[config.mk]
export PLATFORM = sky130hd
export DESIGN_NAME = pao_output_logic
export DESIGN_NICKNAME = d
export VERILOG_FILES = /design/src/common/pao_pkg.sv /design/src/design/pao_delay_line.sv /design/src/design/pao_output_logic.sv
export SDC_FILE = /design/constraint.sdc
export NUM_CORES = 1
export LEC_CHECK = 0
export ABC_CLOCK_PERIOD_IN_PS = 2800
export BUFFER_PORTS_ARGS = -buffer_cell sky130_fd_sc_hd__clkbuf_2
export CAP_MARGIN = 20
export CORE_ASPECT_RATIO = 0.7
export CORE_MARGIN = 2
export CORE_UTILIZATION = 40
export DETAILED_ROUTE_END_ITERATION = 8
export RECOVER_POWER = 25
export SETUP_SLACK_MARGIN = 0.05
export SLEW_MARGIN = 20
export SYNTH_ARGS = -nofsm -noshare
export SYNTH_HDL_FRONTEND = slang
export SYNTH_SLANG_ARGS = --single-unit
[constraint.sdc]
create_clock -name mclk -period 2.8 [get_ports mclk]
set_clock_uncertainty 0.05 [all_clocks]
set_input_delay 0.42 -clock mclk [delete_from_list [all_inputs] [get_ports mclk]]
set_output_delay 0.42 -clock mclk [all_outputs]
set_load 0.02 [all_outputs]
[src/common/pao_pkg.sv]
package pao_pkg;
  localparam int STAGE_COUNT = 8;
  localparam int STAGE_BITS = 2;
  localparam int RAW_BITS = 18;
  localparam int SAMPLE_BITS = 10;
  localparam int PIPELINE_LATENCY = 7;
  localparam int SETTLE_CYCLES = 20;
  localparam int MSB_POS = 9;
  localparam logic [9:0] RESET_WORD = 10'h000;
endpackage

[src/design/pao_delay_line.sv]
`timescale 1ns/10ps
module pao_delay_line #(
  parameter int WIDTH = 2,
  parameter int DEPTH = 1
) (
  input wire logic mclk,
  input wire logic sys_rst,
  input wire logic [WIDTH-1:0] din,
  output logic [WIDTH-1:0] dout
);
  logic [WIDTH-1:0] taps [DEPTH];

  always_ff @(posedge mclk) begin
    if (sys_rst) begin
      for (int i = 0; i < DEPTH; i++) begin
        taps[i] <= '0;
      end
    end else begin
      taps[0] <= din;
      for (int i = 1; i < DEPTH; i++) begin
        taps[i] <= taps[i-1];
      end
    end
  end

  assign dout = taps[DEPTH-1];
endmodule // pao_delay_line

[src/design/pao_output_logic.sv]
`timescale 1ns/10ps
module pao_output_logic (
  input wire logic mclk,
  input wire logic sys_rst,
  input wire logic [pao_pkg::STAGE_COUNT*pao_pkg::STAGE_BITS-1:0] stage_codes,
  input wire logic [pao_pkg::STAGE_BITS-1:0] flash_code,
  input wire logic code_format_select,
  input wire logic output_enable_n,
  output logic [pao_pkg::SAMPLE_BITS-1:0] data_out,
  output logic [pao_pkg::SAMPLE_BITS-1:0] data_oe,
  output logic sample_phase,
  output logic amplify_phase,
  output logic sample_strobe,
  output logic data_valid
);
  localparam int NS = pao_pkg::STAGE_COUNT;
  localparam int SB = pao_pkg::STAGE_BITS;
  localparam int W = pao_pkg::SAMPLE_BITS;
  // Stages 0..7 each need 8-k cycles; flash needs one; then correction and two latches
  localparam int FILL = pao_pkg::PIPELINE_LATENCY;

  ////////////////////////////////////////////////////////////////
  // Pin synchronisers
  logic [SB*NS+SB+1:0] pin_meta;
  logic [SB*NS+SB+1:0] pin_sync;
  always_ff @(posedge mclk) begin
    pin_meta <= {stage_codes, flash_code, code_format_select, output_enable_n};
    pin_sync <= pin_meta;
  end
  wire [SB*NS-1:0] st_s = pin_sync[SB*NS+SB+1:SB+2];
  wire [SB-1:0] fl_s = pin_sync[SB+1:2];
  wire fmt_s = pin_sync[1];
  wire oe_n_s = pin_sync[0];

  ////////////////////////////////////////////////////////////////
  // Two-phase clock and sample command
  logic phase;
  always_ff @(posedge mclk) begin
    if (sys_rst) begin
      phase <= 1'b0;
      sample_phase <= 1'b0;
      amplify_phase <= 1'b0;
      sample_strobe <= 1'b0;
    end else begin
      phase <= ~phase;
      sample_phase <= ~phase;
      amplify_phase <= phase;
      // Sample taken at end of acquire phase, the falling half of the clock
      sample_strobe <= phase;
    end
  end

  ////////////////////////////////////////////////////////////////
  // Alignment delay line
  logic [pao_pkg::RAW_BITS-1:0] raw_word;
  for (genvar k = 0; k < NS; k++) begin : g_stage
    pao_delay_line #(.WIDTH(SB), .DEPTH(NS - k)) u_dly (
      .mclk(mclk),
      .sys_rst(sys_rst),
      .din(st_s[SB*k +: SB]),
      .dout(raw_word[pao_pkg::RAW_BITS-1-SB*k -: SB])
    );
  end
  pao_delay_line #(.WIDTH(SB), .DEPTH(1)) u_flash (
    .mclk(mclk),
    .sys_rst(sys_rst),
    .din(fl_s),
    .dout(raw_word[SB-1:0])
  );

  ////////////////////////////////////////////////////////////////
  // Error correction: overlapping add of the two-bit digits
  function automatic logic [W-1:0] pao_correct(input logic [pao_pkg::RAW_BITS-1:0] raw);
    logic [W:0] acc;
    acc = '0;
    for (int i = 0; i <= NS; i++) begin
      acc = (W+1)'(acc + ((W+1)'(raw[SB*i +: SB]) << i));
    end
    // Overflow clamps to full scale instead of wrapping
    return acc[W] ? {W{1'b1}} : acc[W-1:0];
  endfunction

  wire [W-1:0] corrected = pao_correct(raw_word);
  wire [W-1:0] formatted = fmt_s ? {~corrected[pao_pkg::MSB_POS], corrected[W-2:0]} : corrected;

  ////////////////////////////////////////////////////////////////
  // Double-buffered output latches
  logic [W-1:0] latch_a;
  always_ff @(posedge mclk) begin
    if (sys_rst) begin
      latch_a <= pao_pkg::RESET_WORD;
      data_out <= pao_pkg::RESET_WORD;
      data_oe <= '0;
    end else begin
      latch_a <= formatted;
      data_out <= latch_a;
      data_oe <= {W{~oe_n_s}};
    end
  end

  ////////////////////////////////////////////////////////////////
  // Settling count and pipeline fill
  logic [4:0] settle_cnt;
  logic [2:0] fill_cnt;
  wire settled = (settle_cnt == 5'(pao_pkg::SETTLE_CYCLES));
  always_ff @(posedge mclk) begin
    if (sys_rst) begin
      settle_cnt <= '0;
      fill_cnt <= '0;
      data_valid <= 1'b0;
    end else begin
      if (!settled) begin
        settle_cnt <= settle_cnt + 5'h01;
      end
      if (settled && fill_cnt != 3'(FILL)) begin
        fill_cnt <= fill_cnt + 3'h1;
      end
      data_valid <= settled && (fill_cnt == 3'(FILL));
    end
  end
endmodule // pao_output_logic

* Word level (Yosys, flattened, before mapping)
Memories as Yosys holds them, arrays and structs flattened. Index checks and enable logic that the tools add are counted.
Cells by class: order comparisons 0, multipliers 0, add/sub/neg operators 10, divide/modulo/power cells 0, equality and inequality tests 3, mux-type cells 44, bitwise operators 38, reductions and logical operators 4, shift-type cells 0
Operators by type and width (number):
- 2-bit 2-to-1 mux | 37
- 1-bit bitwise OR | 35
- 10-bit 2-to-1 mux | 2
- 10-bit by 10-bit adder with 11-bit output | 1
- 9-bit by 9-bit adder with 10-bit output | 1
- 8-bit by 8-bit adder with 9-bit output | 1
- 7-bit by 7-bit adder with 8-bit output | 1
- 6-bit by 6-bit adder with 7-bit output | 1
- 5-bit by 5-bit adder with 6-bit output | 1
- 4-bit by 4-bit adder with 5-bit output | 1
- 5-bit by 1-bit adder with 5-bit output, second input constant | 1
- 5-bit equality test, second input constant | 1
- 1-bit 2-to-1 mux | 5
- 2-bit by 3-bit adder with 4-bit output | 1
- 2-bit OR reduction | 2
- 3-bit by 1-bit adder with 3-bit output, second input constant | 1
- 3-bit equality test, second input constant | 1
- 3-bit inequality test, second input constant | 1
- 1-bit NOT | 3
- 1-bit logical AND | 2
Word-level totals: input bits 22, bits in writable memories 74, memories kept 9, ROM bits 0, bits in registers 72, latch bits 0
Memories:
- g_stage[0].u_dly.taps | depth 8, width 2, rd ports 8, clocked after memory_dff 0, wr ports 8, line pao_delay_line.sv:11 | logic [WIDTH-1:0] taps [DEPTH];
- g_stage[1].u_dly.taps | depth 7, width 2, rd ports 7, clocked after memory_dff 0, wr ports 7, line pao_delay_line.sv:11
- g_stage[2].u_dly.taps | depth 6, width 2, rd ports 6, clocked after memory_dff 0, wr ports 6, line pao_delay_line.sv:11
- g_stage[3].u_dly.taps | depth 5, width 2, rd ports 5, clocked after memory_dff 0, wr ports 5, line pao_delay_line.sv:11
- g_stage[4].u_dly.taps | depth 4, width 2, rd ports 4, clocked after memory_dff 0, wr ports 4, line pao_delay_line.sv:11
- g_stage[5].u_dly.taps | depth 3, width 2, rd ports 3, clocked after memory_dff 0, wr ports 3, line pao_delay_line.sv:11
- 3 more memories

* Longest topological paths before layout
depth in word-level cells 11, gate-level depth with buffers 8, mapped depth without buffers 8

* By module
From an unflattened synthesis, not the netlist that was laid out.
Unflattened totals: cell total of the unflattened synthesis 355, area, all modules 4423.0 µm²
Modules (own cells, without submodules):
- pao_output_logic | seq. area each 1441.4 µm², times used 1, cells each 194, area an instance 2268.4 µm²
- pao_delay_line (g_stage[0].u_dly) | seq. area each 320.3 µm², times used 1, cells each 33, area an instance 464.2 µm²
- pao_delay_line (g_stage[1].u_dly) | seq. area each 280.3 µm², times used 1, cells each 31, area an instance 422.9 µm²
- pao_delay_line (g_stage[2].u_dly) | seq. area each 240.2 µm², times used 1, cells each 27, area an instance 381.6 µm²
- pao_delay_line (g_stage[3].u_dly) | seq. area each 200.2 µm², times used 1, cells each 22, area an instance 277.8 µm²
- pao_delay_line (g_stage[4].u_dly) | seq. area each 160.2 µm², times used 1, cells each 16, area an instance 210.2 µm²
- pao_delay_line (g_stage[5].u_dly) | seq. area each 120.1 µm², times used 1, cells each 14, area an instance 172.7 µm²
- pao_delay_line (g_stage[6].u_dly) | seq. area each 80.1 µm², times used 1, cells each 10, area an instance 120.1 µm²
- pao_delay_line (g_stage[7].u_dly ...) | seq. area each 40.0 µm², times used 2, cells each 4, area an instance 52.6 µm²

* Least setup slack after synthesis
OpenSTA, ideal clock, no wires.
path type reg2reg, from mem u_flash.taps[0][1], to reg latch_a[9], period minus slack after synthesis 2.038 ns, data required time 2.629 ns, data arrival time 1.867 ns, cell stages (with the launch flop) 9, buffers on the path 0, setup slack 0.762 ns, cells stage by stage dfxtp_1 -> ha_1 -> inv_1 -> fa_1 -> nand2b_1 -> a21oi_2 -> o41a_1 -> a211oi_2 -> mux2_2
RTL lines:
- start, declared | line pao_delay_line.sv:11
- end signal, assigned | line pao_output_logic.sv:91 | latch_a <= pao_pkg::RESET_WORD;
- end signal, assigned | line pao_output_logic.sv:95 | latch_a <= formatted;
- end, declared | line pao_output_logic.sv:88 | logic [W-1:0] latch_a;

==> impl_metrics.csv <==
group,metric,value,unit
status,status,"complete, no violations",
logic_synthesis,syn-instance-count,350,
final_layout,ff_latch_area,2920,sq um
critical_path,crit_path_max_incr_delay,380,ps
die,io_pins,46,
logic_synthesis,synth-edff-count,0,
cts,cts_buffer_depth,2,
critical_path,worstPathCellList,"ha_1, inv_1, fa_1, nand2b_1, a21oi_2, o2111ai_1, a211oi_2, mux2_2",
logic_synthesis,avgSynthCellArea,12.2,sq um
timing,clock.fmax,455,MHz
cts,postCtsSetupRepairBufs,0,
cts,htreeDepth,4,
timing,slew_viol_final,0,
placed_design,gp_congestion,0.793,
die,die_y,90.4,um
logic_synthesis,synth_ff_type,"dfxtp_1",
logic_synthesis,synth_top_cell_area_share,0.685,
cts,cts_resized,0,
final_layout,diodes,0,
logic_synthesis,synth_seq_area_share,0.685,
global_routing,grt_overflow,0,
hold_path,hold_class,"input port to flip-flop",
global_routing,grt_pass1_wl,9.36,mm
die,dieArea,11500,sq um
detailed_routing,drc,0,
global_routing,grt.total_usage,0.107,
critical_path,critPathCaptureType,"flip-flop",
job,drv_cap,0,
power,internal-power,3450,uW
logic_synthesis,ys_ff_latch,146,
timing,slew_headroom,0.284,
global_routing,antenna_found_initial,0,
detailed_routing,via_per_inst,4.19,
placed_design,placed_cell_area,4550,sq um
logic_synthesis,synth_top_family_by_area,"simple AND/OR/NAND/NOR gates",
power,p_comb_frac,0.028,
power,p_leak,0.00219,uW
final_layout,fillers,916,
power,pwr-share-clk,0.482,
final_layout,drive_gt1_frac,0.213,
die,start_util,0.412,
detailed_routing,ant_nets,0,
detailed_routing,num_vias,2263,
timing,finalCritPeriodShare,0.785,
logic_synthesis,synth_xor_area_frac,0.0205,
critical_path,worstPathArrival,2450,ps
logic_synthesis,synthAdderAreaFrac,0.0399,
logic_synthesis,muxShareOfSynthArea,0.00264,
critical_path,cp_max_fo,3,
detailed_routing,dr.pass1.iters,4,
power,ir_drop,0.485,mV
logic_synthesis,async_reset_ff_frac,0,
critical_path,cpLargestDelayFamily,"compound AO/OA/AOI/OAI gates",
cts,postCtsHoldBufs,0,
power,p_sw,977,uW
die,num_rows,31,
power,sw_frac_of_total,0.221,
critical_path,critical_path_class,"flip-flop to flip-flop",
timing,setup_violations,0,
logic_synthesis,syn-num-nets,385,
placed_design,port_buffers,45,
final_layout,multi_input_area,1190,sq um
die,fp.dieW,127,um
power,pwr-share-seq,0.491,
timing,rsz0062_at_grt,"false",
critical_path,start_kind,"flip-flop",
critical_path,worstPathRequired,3050,ps
placed_design,dp_hpwl,3.45,mm
critical_path,cpMaxStageDelayCell,"fa_1",
final_layout,nNetsFinal,430,
die,core_region_area,10400,sq um
final_layout,final_cell_area,5110,sq um
cts,numCtsBuffers,17,
final_layout,area_growth,20.0,%
cts,clock-sinks,146,
detailed_routing,wl_per_cell,10.3,um
logic_synthesis,synth_top_area_cell,"dfxtp_1",
cts,clk_pin_slew,60,ps
timing,finalHoldViolations,0,
global_routing,grt_max_degree,60,
detailed_routing,routed_wl,5.54,mm
logic_synthesis,synth.cell_area,4260,sq um
logic_synthesis,yosys_warnings,0,
logic_synthesis,synthSimpleGateAreaFrac,0.169,
logic_synthesis,synth.area.top_cells,"dfxtp_1 (69%), nor2b_1 (13%), ha_1 (3.5%)",
logic_synthesis,synth-compound-area-share,0.0478,
critical_path,timing.critical_path.buf_inv,1,
timing,worstMarginPinSlew,1070,ps
global_routing,grt_pass1_vias,2075,
logic_synthesis,synth_cell_types,34,
detailed_routing,drtIter0Drc,89,
timing,fin_tns_setup,0,ps
cts,root_buffer,"clkbuf_16",
timing,period_minus_slack,2200,ps
cts,insertion_delay,410,ps
cts,cts_tree,"built",
power,p_per_area,866,nW/um^2
-- per-stage QoR --
step | std cells | worst slack, ps | utilization | hold WS (ps) | power [uW]
final | 540 | 601 | 0.494 | 55.2 | 4430
after CTS | 540 | 563 | 0.494 | 38.8 | 4490
after detailed placement | 508 | 608 | 0.439 | 262 | 2350
after floorplan | 350 | 762 | - | 260 | 2310
after global routing | 540 | 490 | 0.494 | 37.8 | 4600
after global placement | 508 | 665 | 0.439 | 262 | 2340
-- flip-flops by register name (all words and copies together), names as in the netlist, 2 cells and up --
| name | flops |
|---|---|
| data_out | 10 |
| fill_cnt | 3 |
| g_stage.u_dly.taps | 72 |
| latch_a | 10 |
| pin_meta | 20 |
| pin_sync | 20 |
| settle_cnt | 5 |
| u_flash.taps | 2 |
-- worst register-to-register path, stage by stage (launching register included) --
cell and delay [ps]:
dfxtp_1 330, ha_1 170, inv_1 60, fa_1 380
nand2b_1 180, a21oi_2 190, o2111ai_1 160, a211oi_2 220
mux2_2 350
-- synth_stat cells (all sizes together) (2+ instances only) --
cell    count
a21o        4
a21oi      17
and2b       2
buf        10
clkbuf     11
dfxtp     146
ha         12
inv         6
nand2       4
nand2b      2
nand3       2
nand4b      2
nor2       16
nor2b      87
nor3        2
nor3b       2
o21ai       4
xnor2       5
xor2        5
-- cell families after synthesis --
family	Yosys count
and+or+nand+nor	122
muxes	1
adders and majority gates	13
xor gates and xnor gates	10
AOI/OAI and AO/OA	31
DFF	146
buffers and inverters	27
-- routing by layer --
metal / routed length, um / global-route usage / up-vias
met2: 2400 / 0.152 / 46
met3: 317 / 0.0515 / 9
met1: 2700 / 0.130 / 1006
met4: 121 / 0.0604 / 0
li1: - / - / 1202
met5: 0 / 0 / -
-- cells in the final DEF (no fill, tap or decap), types with 3 or more instances in the layout --
cell type,netlist,final
ha_1,12,12
o21ai_0,4,4
nand2_1,4,4
dfxtp_1,146,146
clkbuf_16,0,17
xor2_1,5,5
a21oi_1,16,16
nor2_1,16,16
clkinvlp_4,0,3
inv_1,6,6
inv_6,0,5
nor2b_1,87,87
clkbuf_2,0,45
xnor2_1,5,5
a21o_2,3,3
-- power groups by stage --
stage	clock, uW	combinational (uW)	sequential (uW)
finish	2130	122	2170
global route	2280	138	2180
CTS	2190	126	2180
detailed placement	0	125	2220
global placement	0	124	2220
floorplan	0	89.0	2220
-- cell type report --
class | instances | share of cell area
inverters | 6 | 0.00440
clock buffers | 17 | 0.0832
multi-input cells | 177 | 0.233
clock inverters | 15 | 0.0286
repair buffers | 47 | 0.0470
flip-flops and latches | 146 | 0.571
well taps | 132 | 0.0323
-- path summary, 6_finish.rpt --
| kind | from | end | slack (ps) | cells after the start |
|---|---|---|---|---|
| max | u_flash.taps[0][1] | latch_a[9] | 600 | 8 |
| min | stage_codes[11] | pin_meta[15] | 60 | 1 |
| max reg2reg | u_flash.taps[0][1] | latch_a[9] | 600 | 8 |
| min reg2reg | pin_meta[11] | pin_sync[11] | 280 | 0 |
Note: power is estimated with default switching activity, not from simulation.
